<file path="config.mk">
export PLATFORM = sky130hd
export DESIGN_NAME = dual_battery_status_irq
export DESIGN_NICKNAME = d
export VERILOG_FILES = /design/src/dbs_pkg.sv /design/src/reg_access_if.sv /design/src/serial_target.sv /design/src/status_monitor.sv /design/src/dual_battery_status_irq.sv
export SDC_FILE = /design/constraint.sdc
export NUM_CORES = 1
export LEC_CHECK = 0
export BUFFER_PORTS_ARGS = -buffer_cell sky130_fd_sc_hd__buf_2
export CAP_MARGIN = 20
export CELL_PAD_IN_SITES_DETAIL_PLACEMENT = 0
export CELL_PAD_IN_SITES_GLOBAL_PLACEMENT = 1
export CORE_MARGIN = 5
export CORE_UTILIZATION = 44
export DETAILED_ROUTE_END_ITERATION = 12
export PLACE_DENSITY = 0.84
export SYNTH_ARGS = -nofsm -noshare
export SYNTH_HDL_FRONTEND = slang
export SYNTH_SLANG_ARGS = --single-unit
</file>
<file path="constraint.sdc">
create_clock -name ref_clk -period 2.6 [get_ports ref_clk]
set_input_delay 0.26 -clock ref_clk [delete_from_list [all_inputs] [get_ports ref_clk]]
set_output_delay 0.26 -clock ref_clk [all_outputs]
set_load 0.005 [all_outputs]
</file>
<file path="src/dbs_pkg.sv">
// shared constants for the dual battery status and interrupt block
package dbs_pkg;

   // register offsets
   localparam logic [7:0] STATE_OFFSET = 8'h00;
   localparam logic [7:0] CONFIG_OFFSET = 8'h01;

   // battery_state field positions
   localparam int ST_SEC_BAND_LSB = 0;
   localparam int ST_PRI_BAND_LSB = 2;
   localparam int ST_SOURCE_LSB = 4;
   localparam int ST_PRI_PRESENT = 6;
   localparam int ST_SEC_PRESENT = 7;

   // configuration_control field positions
   localparam int CFG_CHARGER_OFF = 0;
   localparam int CFG_SEC_FLAG = 1;
   localparam int CFG_MODE_LSB = 2;

   // reset values and unmapped read value
   localparam logic [7:0] CONFIG_RESET = 8'h00;
   localparam logic [7:0] STATE_RESET = 8'h00;
   localparam logic [7:0] UNMAPPED_READ = 8'h00;

   // serial target address, arbitrary value
   localparam logic [6:0] DEV_ADDR_DEFAULT = 7'h2a;

   // voltage band codes
   localparam logic [1:0] BAND_BELOW_LOWER = 2'b00;
   localparam logic [1:0] BAND_MID = 2'b01;
   localparam logic [1:0] BAND_HIGH = 2'b10;
   localparam logic [1:0] BAND_FULL = 2'b11;

   // comparator levels to a band code
   function automatic logic [1:0] band_code(input logic above_lower, input logic above_upper,
                                            input logic at_full);
      logic [1:0] code;
      code = BAND_BELOW_LOWER;
      if (at_full) begin
         code = BAND_FULL;
      end else if (above_upper) begin
         code = BAND_HIGH;
      end else if (above_lower) begin
         code = BAND_MID;
      end
      return code;
   endfunction

endpackage

</file>
<file path="src/reg_access_if.sv">
// register access strobes between the serial target and the register file
interface reg_access_if;
   logic wr_stb;
   logic rd_stb;
   logic rd_done;
   logic [7:0] addr;
   logic [7:0] wdata;
   logic [7:0] rdata;

   modport target (output wr_stb, output rd_stb, output rd_done, output addr, output wdata, input rdata);
   modport regs (input wr_stb, input rd_stb, input rd_done, input addr, input wdata, output rdata);
endinterface

</file>
<file path="src/serial_target.sv">
// two-wire serial target with pointer, auto increment and open-drain data
module serial_target
   import dbs_pkg::*;
#(
   parameter logic [6:0] DEV_ADDR = DEV_ADDR_DEFAULT
) (
   // clock and reset
   input wire logic ref_clk,
   input wire logic rst_n,
   // serial pins
   input wire logic scl,
   input wire logic sda_in,
   output logic sda_oe_n,
   // register side
   reg_access_if.target link
);

   typedef enum logic [3:0] {IDLE, ADDR, ACK_ADDR, PTR, ACK_PTR, WRITE, ACK_WRITE, LOAD, READ, ACK_READ} tstate_t;

   tstate_t state_reg, state_next;
   logic scl_reg, sda_reg;
   logic [2:0] cnt_reg, cnt_next;
   logic [7:0] shift_reg, shift_next;
   logic [7:0] ptr_reg, ptr_next;
   logic rw_reg, rw_next;
   logic ack_slot_reg, ack_slot_next;
   logic acked_reg, acked_next;
   logic drive_n_reg, drive_n_next;
   logic wr_reg, wr_next, rd_reg, rd_next, done_reg, done_next;
   logic scl_rise, scl_fall, start, stop;

   assign scl_rise = scl & ~scl_reg;
   assign scl_fall = ~scl & scl_reg;
   assign start = scl & scl_reg & sda_reg & ~sda_in;
   assign stop = scl & scl_reg & ~sda_reg & sda_in;

   assign sda_oe_n = drive_n_reg;
   assign link.wr_stb = wr_reg;
   assign link.rd_stb = rd_reg;
   assign link.rd_done = done_reg;
   assign link.addr = ptr_reg;
   assign link.wdata = shift_reg;

   ////////////////////////////////////////////////////////////////////////////////
   always_comb begin
      state_next = state_reg;
      cnt_next = cnt_reg;
      shift_next = shift_reg;
      ptr_next = ptr_reg;
      rw_next = rw_reg;
      ack_slot_next = ack_slot_reg;
      acked_next = acked_reg;
      drive_n_next = drive_n_reg;
      wr_next = 1'b0;
      rd_next = 1'b0;
      done_next = 1'b0;
      if (start) begin
         state_next = ADDR;
         cnt_next = 3'd0;
         drive_n_next = 1'b1;
         ack_slot_next = 1'b0;
      end else if (stop) begin
         state_next = IDLE;
         drive_n_next = 1'b1;
      end else begin
         unique case (state_reg)
            IDLE: begin
            end
            ADDR, PTR, WRITE: begin
               if (scl_rise) begin
                  shift_next = {shift_reg[6:0], sda_in};
                  cnt_next = cnt_reg + 3'd1;
                  if (cnt_reg == 3'd7) begin
                     ack_slot_next = 1'b0;
                     if (state_reg == ADDR) begin
                        rw_next = sda_in;
                        state_next = (shift_reg[6:0] == DEV_ADDR) ? ACK_ADDR : IDLE;
                     end else if (state_reg == PTR) begin
                        state_next = ACK_PTR;
                     end else begin
                        state_next = ACK_WRITE;
                     end
                  end
               end
            end
            ACK_ADDR, ACK_PTR, ACK_WRITE: begin
               if (scl_fall && !ack_slot_reg) begin
                  ack_slot_next = 1'b1;
                  drive_n_next = 1'b0;
                  if (state_reg == ACK_PTR) begin
                     ptr_next = shift_reg;
                  end
                  if (state_reg == ACK_WRITE) begin
                     wr_next = 1'b1;
                  end
               end else if (scl_fall) begin
                  ack_slot_next = 1'b0;
                  drive_n_next = 1'b1;
                  if (state_reg == ACK_ADDR && rw_reg) begin
                     rd_next = 1'b1;
                     state_next = LOAD;
                  end else if (state_reg == ACK_ADDR) begin
                     state_next = PTR;
                  end else begin
                     if (state_reg == ACK_WRITE) begin
                        ptr_next = ptr_reg + 8'd1;
                     end
                     state_next = WRITE;
                  end
               end
            end
            LOAD: begin
               if (rd_reg) begin
                  drive_n_next = link.rdata[7];
                  shift_next = {link.rdata[6:0], 1'b0};
                  cnt_next = 3'd0;
                  state_next = READ;
               end
            end
            READ: begin
               if (scl_rise) begin
                  cnt_next = cnt_reg + 3'd1;
                  if (cnt_reg == 3'd7) begin
                     ack_slot_next = 1'b0;
                     state_next = ACK_READ;
                  end
               end else if (scl_fall && cnt_reg != 3'd0) begin
                  drive_n_next = shift_reg[7];
                  shift_next = {shift_reg[6:0], 1'b0};
               end
            end
            ACK_READ: begin
               if (scl_fall && !ack_slot_reg) begin
                  drive_n_next = 1'b1;
                  ack_slot_next = 1'b1;
               end else if (scl_rise && ack_slot_reg) begin
                  acked_next = ~sda_in;
                  done_next = 1'b1;
               end else if (scl_fall) begin
                  ack_slot_next = 1'b0;
                  if (acked_reg) begin
                     ptr_next = ptr_reg + 8'd1;
                     rd_next = 1'b1;
                     state_next = LOAD;
                  end else begin
                     state_next = IDLE;
                  end
               end
            end
         endcase
      end
   end

   always_ff @(posedge ref_clk) begin
      if (!rst_n) begin
         state_reg <= IDLE;
         scl_reg <= 1'b1;
         sda_reg <= 1'b1;
         cnt_reg <= 3'd0;
         shift_reg <= 8'h00;
         ptr_reg <= 8'h00;
         rw_reg <= 1'b0;
         ack_slot_reg <= 1'b0;
         acked_reg <= 1'b0;
         drive_n_reg <= 1'b1;
         wr_reg <= 1'b0;
         rd_reg <= 1'b0;
         done_reg <= 1'b0;
      end else begin
         state_reg <= state_next;
         scl_reg <= scl;
         sda_reg <= sda_in;
         cnt_reg <= cnt_next;
         shift_reg <= shift_next;
         ptr_reg <= ptr_next;
         rw_reg <= rw_next;
         ack_slot_reg <= ack_slot_next;
         acked_reg <= acked_next;
         drive_n_reg <= drive_n_next;
         wr_reg <= wr_next;
         rd_reg <= rd_next;
         done_reg <= done_next;
      end
   end

endmodule

</file>
<file path="src/status_monitor.sv">
// live battery state byte, charge flags and change detection
module status_monitor
   import dbs_pkg::*;
(
   // clock and reset
   input wire logic ref_clk,
   input wire logic rst_n,
   // comparator levels
   input wire logic pri_above_lower,
   input wire logic pri_above_upper,
   input wire logic pri_at_full,
   input wire logic sec_above_lower,
   input wire logic sec_above_upper,
   input wire logic sec_at_full,
   // path and charger state
   input wire logic [1:0] supply_source,
   input wire logic primary_present,
   input wire logic secondary_present,
   input wire logic charging_primary,
   input wire logic charging_secondary,
   input wire logic charger_off,
   // results
   output logic [7:0] state_byte,
   output logic primary_charge_flag,
   output logic secondary_charge_flag,
   output logic status_change
);

   logic [7:0] state_reg, state_next;
   logic pri_flag_reg, pri_flag_next, sec_flag_reg, sec_flag_next;
   logic change_reg, change_next;

   assign state_byte = state_reg;
   assign primary_charge_flag = pri_flag_reg;
   assign secondary_charge_flag = sec_flag_reg;
   assign status_change = change_reg;

   ////////////////////////////////////////////////////////////////////////////////
   always_comb begin
      state_next = STATE_RESET;
      state_next[ST_PRI_BAND_LSB +: 2] = band_code(pri_above_lower, pri_above_upper, pri_at_full); // RULE1
      state_next[ST_SEC_BAND_LSB +: 2] = band_code(sec_above_lower, sec_above_upper, sec_at_full);
      state_next[ST_SOURCE_LSB +: 2] = supply_source;
      state_next[ST_PRI_PRESENT] = primary_present;
      state_next[ST_SEC_PRESENT] = secondary_present;
      pri_flag_next = charger_off | ~charging_primary; // RULE2 RULE5
      sec_flag_next = charger_off | ~charging_secondary; // RULE3 RULE5
      change_next = (state_next != state_reg); // RULE8 RULE11
   end

   always_ff @(posedge ref_clk) begin
      if (!rst_n) begin
         state_reg <= STATE_RESET;
         pri_flag_reg <= 1'b1;
         sec_flag_reg <= 1'b1;
         change_reg <= 1'b0;
      end else begin
         state_reg <= state_next;
         pri_flag_reg <= pri_flag_next;
         sec_flag_reg <= sec_flag_next;
         change_reg <= change_next;
      end
   end

endmodule

</file>
<file path="src/dual_battery_status_irq.sv">
// register file and latching interrupt of the dual battery controller
//
// Behaviour
// RULE1: primary band coded 00, 01, 10, 11
// RULE2: primary flag 0 only while charging primary
// RULE3: secondary flag 0 only while charging secondary
// RULE4: config bit writes charger-off, reads primary flag
// RULE5: charger-off disables charger, both flags 1
// RULE6: interrupt latches at status change until cleared
// RULE7: interrupt always asserted after power-up
// RULE8: each later status change asserts interrupt
// RULE9: state register read returns live status
// RULE10: host reads state and clears interrupt
// RULE11: supply removal switches battery, asserts interrupt
// RULE12: reset pin low restores defaults, restarts startup
// RULE13: only a completed state read clears interrupt
module dual_battery_status_irq
   import dbs_pkg::*;
#(
   parameter logic [6:0] DEV_ADDR = DEV_ADDR_DEFAULT
) (
   // clock and resets
   input wire logic ref_clk,
   input wire logic resetn,
   input wire logic hw_reset_n,
   // serial pins
   input wire logic scl,
   input wire logic sda_in,
   output logic sda_out,
   output logic sda_oe_n,
   // primary battery comparators
   input wire logic pri_above_lower,
   input wire logic pri_above_upper,
   input wire logic pri_at_full,
   // secondary battery comparators
   input wire logic sec_above_lower,
   input wire logic sec_above_upper,
   input wire logic sec_at_full,
   // power path and charger
   input wire logic [1:0] supply_source,
   input wire logic primary_present,
   input wire logic secondary_present,
   input wire logic charging_primary,
   input wire logic charging_secondary,
   output logic charger_off,
   output logic [5:0] mode_bits,
   // interrupt
   output logic status_irq_n
);

   logic rst_n;
   logic [7:0] state_byte;
   logic pri_flag, sec_flag, status_change;
   logic [7:0] config_reg, config_next;
   logic irq_n_reg, irq_n_next;
   logic sda_out_reg;
   logic state_read_done;

   reg_access_if link ();

   assign rst_n = resetn & hw_reset_n; // RULE12

   ////////////////////////////////////////////////////////////////////////////////
   serial_target #(
      .DEV_ADDR(DEV_ADDR)
   ) u_target (
      .ref_clk(ref_clk),
      .rst_n(rst_n),
      .scl(scl),
      .sda_in(sda_in),
      .sda_oe_n(sda_oe_n),
      .link(link.target)
   );

   status_monitor u_monitor (
      .ref_clk(ref_clk),
      .rst_n(rst_n),
      .pri_above_lower(pri_above_lower),
      .pri_above_upper(pri_above_upper),
      .pri_at_full(pri_at_full),
      .sec_above_lower(sec_above_lower),
      .sec_above_upper(sec_above_upper),
      .sec_at_full(sec_at_full),
      .supply_source(supply_source),
      .primary_present(primary_present),
      .secondary_present(secondary_present),
      .charging_primary(charging_primary),
      .charging_secondary(charging_secondary),
      .charger_off(config_reg[CFG_CHARGER_OFF]),
      .state_byte(state_byte),
      .primary_charge_flag(pri_flag),
      .secondary_charge_flag(sec_flag),
      .status_change(status_change)
   );

   ////////////////////////////////////////////////////////////////////////////////
   // read mux
   always_comb begin
      link.rdata = UNMAPPED_READ;
      if (link.addr == STATE_OFFSET) begin
         link.rdata = state_byte; // RULE9
      end else if (link.addr == CONFIG_OFFSET) begin
         link.rdata = config_reg;
         link.rdata[CFG_CHARGER_OFF] = pri_flag; // RULE4
         link.rdata[CFG_SEC_FLAG] = sec_flag;
      end
   end

   assign state_read_done = link.rd_done & (link.addr == STATE_OFFSET);

   ////////////////////////////////////////////////////////////////////////////////
   // configuration and interrupt latch
   always_comb begin
      config_next = config_reg;
      if (link.wr_stb && link.addr == CONFIG_OFFSET) begin
         config_next = link.wdata; // RULE4 RULE5
         config_next[CFG_SEC_FLAG] = 1'b0;
      end
      irq_n_next = ~status_change & (irq_n_reg | state_read_done); // RULE6 RULE8 RULE11 RULE13 RULE10
   end

   always_ff @(posedge ref_clk) begin
      if (!rst_n) begin
         config_reg <= CONFIG_RESET;
         irq_n_reg <= 1'b0; // RULE7 RULE12
         sda_out_reg <= 1'b0;
      end else begin
         config_reg <= config_next;
         irq_n_reg <= irq_n_next;
         sda_out_reg <= 1'b0;
      end
   end

   assign status_irq_n = irq_n_reg;
   assign charger_off = config_reg[CFG_CHARGER_OFF];
   assign mode_bits = config_reg[7:CFG_MODE_LSB];
   assign sda_out = sda_out_reg;

endmodule

</file>
=== Word level (Yosys, flattened, before mapping) ===
Cells that the tools add are included.

* Add/subtract/negate cells: 2
* Equality and inequality tests: 45
* Multiplexer cells: 70
* Bitwise gates (word level): 26
* Reduce and logical (&&, ||, !) cells: 31

{| class="wikitable"
|+ Operators by type and width
! kind !! count
|-
| $mux W8 || 16
|-
| $mux W4 || 12
|-
| $ne A4 B1 Y1 const B || 7
|-
| $mux W1 || 25
|-
| $ne A2 B1 Y1 const B || 12
|-
| $pmux W8 S3 || 1
|-
| $reduce_and A11 Y1 || 2
|-
| $pmux W4 S5 || 1
|-
| $eq A4 B3 Y1 const B || 4
|-
| $pmux W8 S2 || 1
|-
| $not A1 Y1 || 13
|-
| $mux W2 || 6
|-
| $mux W3 || 4
|-
| $ne A4 B2 Y1 const B || 3
|-
| $reduce_and A12 Y1 || 1
|-
| $reduce_and A6 Y1 || 2
|-
| $and A1 B1 Y1 || 10
|-
| $reduce_and A5 Y1 || 2
|-
| $reduce_or A5 Y1 || 2
|-
| $ne A3 B2 Y1 const B || 3
|-
| $reduce_bool A3 Y1 || 3
|-
| $reduce_or A3 Y1 || 3
|-
| $add A8 B1 Y8 const B || 1
|-
| $eq A4 B2 Y1 const B || 2
|-
| 26 further kinds || 38
|}

* Register bits: 51
* Bits of input ports: 17
* Output and inout bits: 10
* Logic and storage cells: 194

=== Longest topological paths before layout ===
* Depth in word-level cells: 8
* Mapped depth: 11
* Depth with buffers taken out: 8

=== Cells and area by module ===
Synthesis repeated with hierarchy kept, for this count alone.

* Cell total of the unflattened synthesis: 356
* Area, all modules: 2957.8 sq um

{| class="wikitable"
|+ Modules (own cells, without submodules)
! module !! instances !! cells an instance !! area each (sq um) !! seq. area each (sq um)
|-
| serial_target || 1 || 259 || 2055.7 || 640.6
|-
| dual_battery_status_irq || 1 || 58 || 503.0 || 160.2
|-
| status_monitor || 1 || 39 || 399.1 || 220.2
|}

=== Least setup slack after synthesis ===
Ideal clock, no wire load.

* Path kind: input to register
* Start: input port scl
* End: register u_target.ptr_reg[0], in the netlist u_target.link.addr[0]
* Setup time: 74 ps
* Data arrival time: 2245 ps
* Data required time: 2526 ps
* Setup slack: 280 ps
* Stages: 10
* Path buffers: 2
* Path through: clkbuf_1 nand2b_4 inv_1 ha_1 clkbuf_1 nor3b_2 o211ai_1 a221o_1 or3_1 a31oi_1

* Word-level cells in the longest chain between the ends: 5
* Elaborated cells between the ends (all ways): 23
* Classes of those cells: eq/ne: 8; mux: 2; bitwise: 10; reduce/logical: 3

{| class="wikitable"
|+ RTL lines
! what !! RTL line !! text
|-
| start, declared || dual_battery_status_irq.sv:27 || <nowiki>input wire logic scl,</nowiki>
|-
| $not A1 Y1 / $and A1 B1 Y1 (equally long branches) || serial_target.sv:33, serial_target.sv:34, serial_target.sv:35 ||
|-
| $and A1 B1 Y1, on equally long branches || serial_target.sv:33, serial_target.sv:34, serial_target.sv:35 ||
|-
| $logic_and A1 B1 Y1 (tied with other cells) || serial_target.sv:87, serial_target.sv:133 ||
|-
| $ne A3 B3 Y1 (no source line) (tied with other cells) || n/a ||
|-
| $reduce_and A12 Y1 (no source line) / $pmux W8 S2 (equally long branches) || n/a ||
|-
| end signal, assigned || serial_target.sv:175 || <nowiki>ptr_reg <= ptr_next;</nowiki>
|-
| end, declared || serial_target.sv:24 || <nowiki>logic [7:0] ptr_reg, ptr_next;</nowiki>
|}

Several ways; a longest one is shown, not always the timed one.
A chain may end at the register's enable or synchronous reset.

=== Worst setup path in the final report ===
* Start: register u_target.scl_reg
* End: register u_target.ptr_reg[5], in the netlist u_target.link.addr[5]

* Word-level cells in the longest chain between the ends: 5
* Elaborated cells between the ends (all ways): 23
* Classes of those cells: eq/ne: 8; mux: 2; bitwise: 10; reduce/logical: 3

{| class="wikitable"
|+ RTL lines
! what !! RTL line !! text
|-
| start, declared || serial_target.sv:21 || <nowiki>logic scl_reg, sda_reg;</nowiki>
|-
| start signal, assigned || serial_target.sv:171 || <nowiki>scl_reg <= scl;</nowiki>
|-
| $not A1 Y1 / $and A1 B1 Y1 (equally long branches) || serial_target.sv:32, serial_target.sv:34, serial_target.sv:35 ||
|-
| $and A1 B1 Y1, on equally long branches || serial_target.sv:32, serial_target.sv:34, serial_target.sv:35 ||
|-
| $logic_and A1 B1 Y1 (tied with other cells) || serial_target.sv:136 || <nowiki>end else if (scl_rise && ack_slot_reg) begin</nowiki>
|-
| $ne A2 B2 Y1 (no source line) / $not A1 Y1 (equally long branches) || n/a ||
|-
| $reduce_and A12 Y1 (no source line) || n/a ||
|}

Several ways; a longest one is shown, not always the timed one.

==> results by group <==
Status
  – Outcome: completed

Placement
  – Cell Area, Placed: approximately 0.0031 sq mm
  – Detailed placement HPWL: 5450 microns
  – PortBufs: 25
  – Placed cells: 451
  – Routability-driven placement congestion ratio: 0.969

GRT
  – First-pass GRT wire length: 12100 microns
  – Maximum number of pins on one net before global-route repair: 24
  – Initial antenna violation count: 0
  – All-Layer GR Usage: 17.5%
  – Number of global-route vias before repair: 2509
  – Grt ovf: 0

Floorplan
  – Full die area: between 0.008 and 0.009 sq mm
  – Ports: 27
  – Initial Util: around 46%
  – Die Wd: 91.4 microns
  – Core area: about 0.0064 sq mm
  – Overall die height: 91.4 microns
  – Row count: 29

Critical path
  – Critical Path Max Stage Delay: 0.52 ns
  – CP Launch Type: flop
  – Worst setup EP type: flop
  – CP Buf/Inv Count: 2
  – Crit Path Category: flop to flop
  – Worst EP required: 2.82 ns
  – Crit-path cells: nand2b_4 -> inv_1 -> ha_1 -> nor3b_2 -> o211ai_1 -> a221o_1 -> buf_4 -> a21oi_1 -> o221a_2
  – CP top delay family: compound AO/OA/AOI/OAI gates
  – Worst path slowest cell: dfxtp_1
  – Worst Path Arrival: ~2.5 ns
  – Crit-path max FO: 10

Routing
  – Final ANT Viol Nets: 0
  – Drt wl/cell: 15.9 microns
  – Final WL: 7280 microns
  – Vias post-DR: 2720
  – DRC viols: 0
  – First-pass DRT Iterations: 5
  – Vias per inst: 5.93
  – Starting DRT DRC Count: 217

Min path
  – Tightest Hold Check Type: input port to flop

Logic synthesis
  – Async SR Flop Fraction: 0%
  – Synth cell count leaders: dfxtp_1, nor2_1, a21oi_1
  – Mean Syn Cell Area: 8.12 sq um
  – Sequential area share after synthesis: 35.0%
  – Post-synth net total: 383
  – Yosys top cell area share: 35.0%
  – Top-count cell post-synth: dfxtp_1
  – Synth cell types: 58
  – Synth Warn #: 0
  – Synth top area cells: dfxtp_1, a21oi_1, nor2_1
  – Post-synthesis cell count: 359
  – Post-Syn Area: ~0.0029 sq mm
  – Post-synth EDFFs: 0
  – Synth area leader: dfxtp_1
  – Yosys reg bits: 51
  – Ys flop type: dfxtp_1

Finish
  – P&R area growth vs syn: 10.1%
  – Final std cells w/o fill: 459
  – Ratio of cells with drive above 1 in the final layout: 16.2%
  – Final instance area: approximately 0.0032 sq mm
  – Ant. Diodes: 0
  – Layout Nets: approximately 400

STA
  – Fin crit share: about nine tenths
  – Final hold viol count: 0
  – Final setup vio count: 0
  – WHS: slightly below 0.09 ns
  – RSZ-0062 raised after global routing: no
  – Clock skew: ~0.012 ns
  – Slew Limit Fails: 0
  – Setup TNS: 0 ns
  – FMAX: approximately 430 MHz
  – Min Tclk post-route: around 2.3 ns

Clock tree
  – Root Driver: clkbuf_8
  – CTS Hold Bufs: 0
  – Clk buf depth: 2
  – Clock sinks: between 50 and 60
  – Max H-tree Level: 2
  – Resized cells post-CTS: 0
  – CTS tree: done
  – Clock slew at reported path FFs: 0.11 ns
  – Skew-Pair Late Insertion Delay: between 0.3 and 0.4 ns
  – Post-CTS Setup Bufs: 0
  – CTS buffer count: 5

Run
  – Max-Cap Viols: 0

Power
  – Lkg Pwr: 1.26 nW
  – Maximum VDD drop: 0.278 mV
  – Pwr dens: about 450 mW/mm^2
worst reg2reg max path, stage by stage (launching register included):
cell and delay [ns]:
dfxtp_1 0.52, nand2b_4 0.11, inv_1 0.09, ha_1 0.37, nor3b_2 0.10, o211ai_1 0.17, a221o_1 0.33, buf_4 0.22
a21oi_1 0.05, o221a_2 0.26
layer usage:
layer	GRT usage (%)	wire [microns]
met2	27.4	3420
met1	23.4	3190
met3	3.14	416
met4	7.70	262
met5	0	0
stage by stage:
step / setup slack [ns] / utilization [%] / power [mW]
after detailed placement: 0.226 / 48.7 / 0.978
after global routing: 0.111 / 50.3 / 1.52
final: 0.280 / 50.3 / 1.46
after floorplan: 0.280 / - / 0.929
after global placement: 0.305 / 48.7 / 0.976
after CTS: 0.274 / 50.3 / 1.47
final timing paths:
kind	start	end	slack, ns	cells after the start
hold / removal	charging_secondary	u_monitor.secondary_charge_flag$_SDFF_PN1_	0.09	2
hold reg to reg	u_monitor.status_change$_SDFF_PN0_	status_irq_n$_SDFF_PN0_	0.40	1
setup reg to reg	u_target.scl_reg$_SDFF_PN1_	u_target.link.addr[5]$_SDFFE_PN0P_	0.28	9
setup / recovery	u_target.scl_reg$_SDFF_PN1_	u_target.link.addr[5]$_SDFFE_PN0P_	0.28	9
final cells by class:
cell class              count  area, sq um
clock buffers               5         68.8
clock inverters             3         28.8
fillers                   622         3180
inverters                  15         56.3
multi-input cells         273         1740
flip-flops and latches     51         1020
well taps                  77         96.3
repair buffers             35          200
cell usage in the layout (no fill, tap or decap), types with 7 or more instances in the layout:
cell type / count
a31oi_1: 7
ha_1: 7
xnor2_1: 8
nor2_1: 45
nor3_1: 18
dfxtp_1: 51
inv_1: 15
buf_2: 25
nand3_1: 10
nand2_1: 19
mux2i_1: 8
buf_4: 10
and3_1: 8
o21ai_0: 11
and3b_1: 7
a21oi_1: 35
logic make-up after synthesis:
family	share of synthesized area (%)
flops	35.0
other cells	0.129
simple gates	27.4
compound gates	21.8
mux	4.29
buf+inv	5.36
xor+xnor	3.00
fa+ha+maj	3.00
report_power, final:
group          internal [mW]  switching (mW)  leakage (nW)
Sequential             0.793          0.0126         0.413
Clock                  0.200           0.295        0.0502
Combinational         0.0618          0.0946         0.799
Total                   1.05           0.403          1.26
Note: power is estimated with default switching activity, not from simulation.
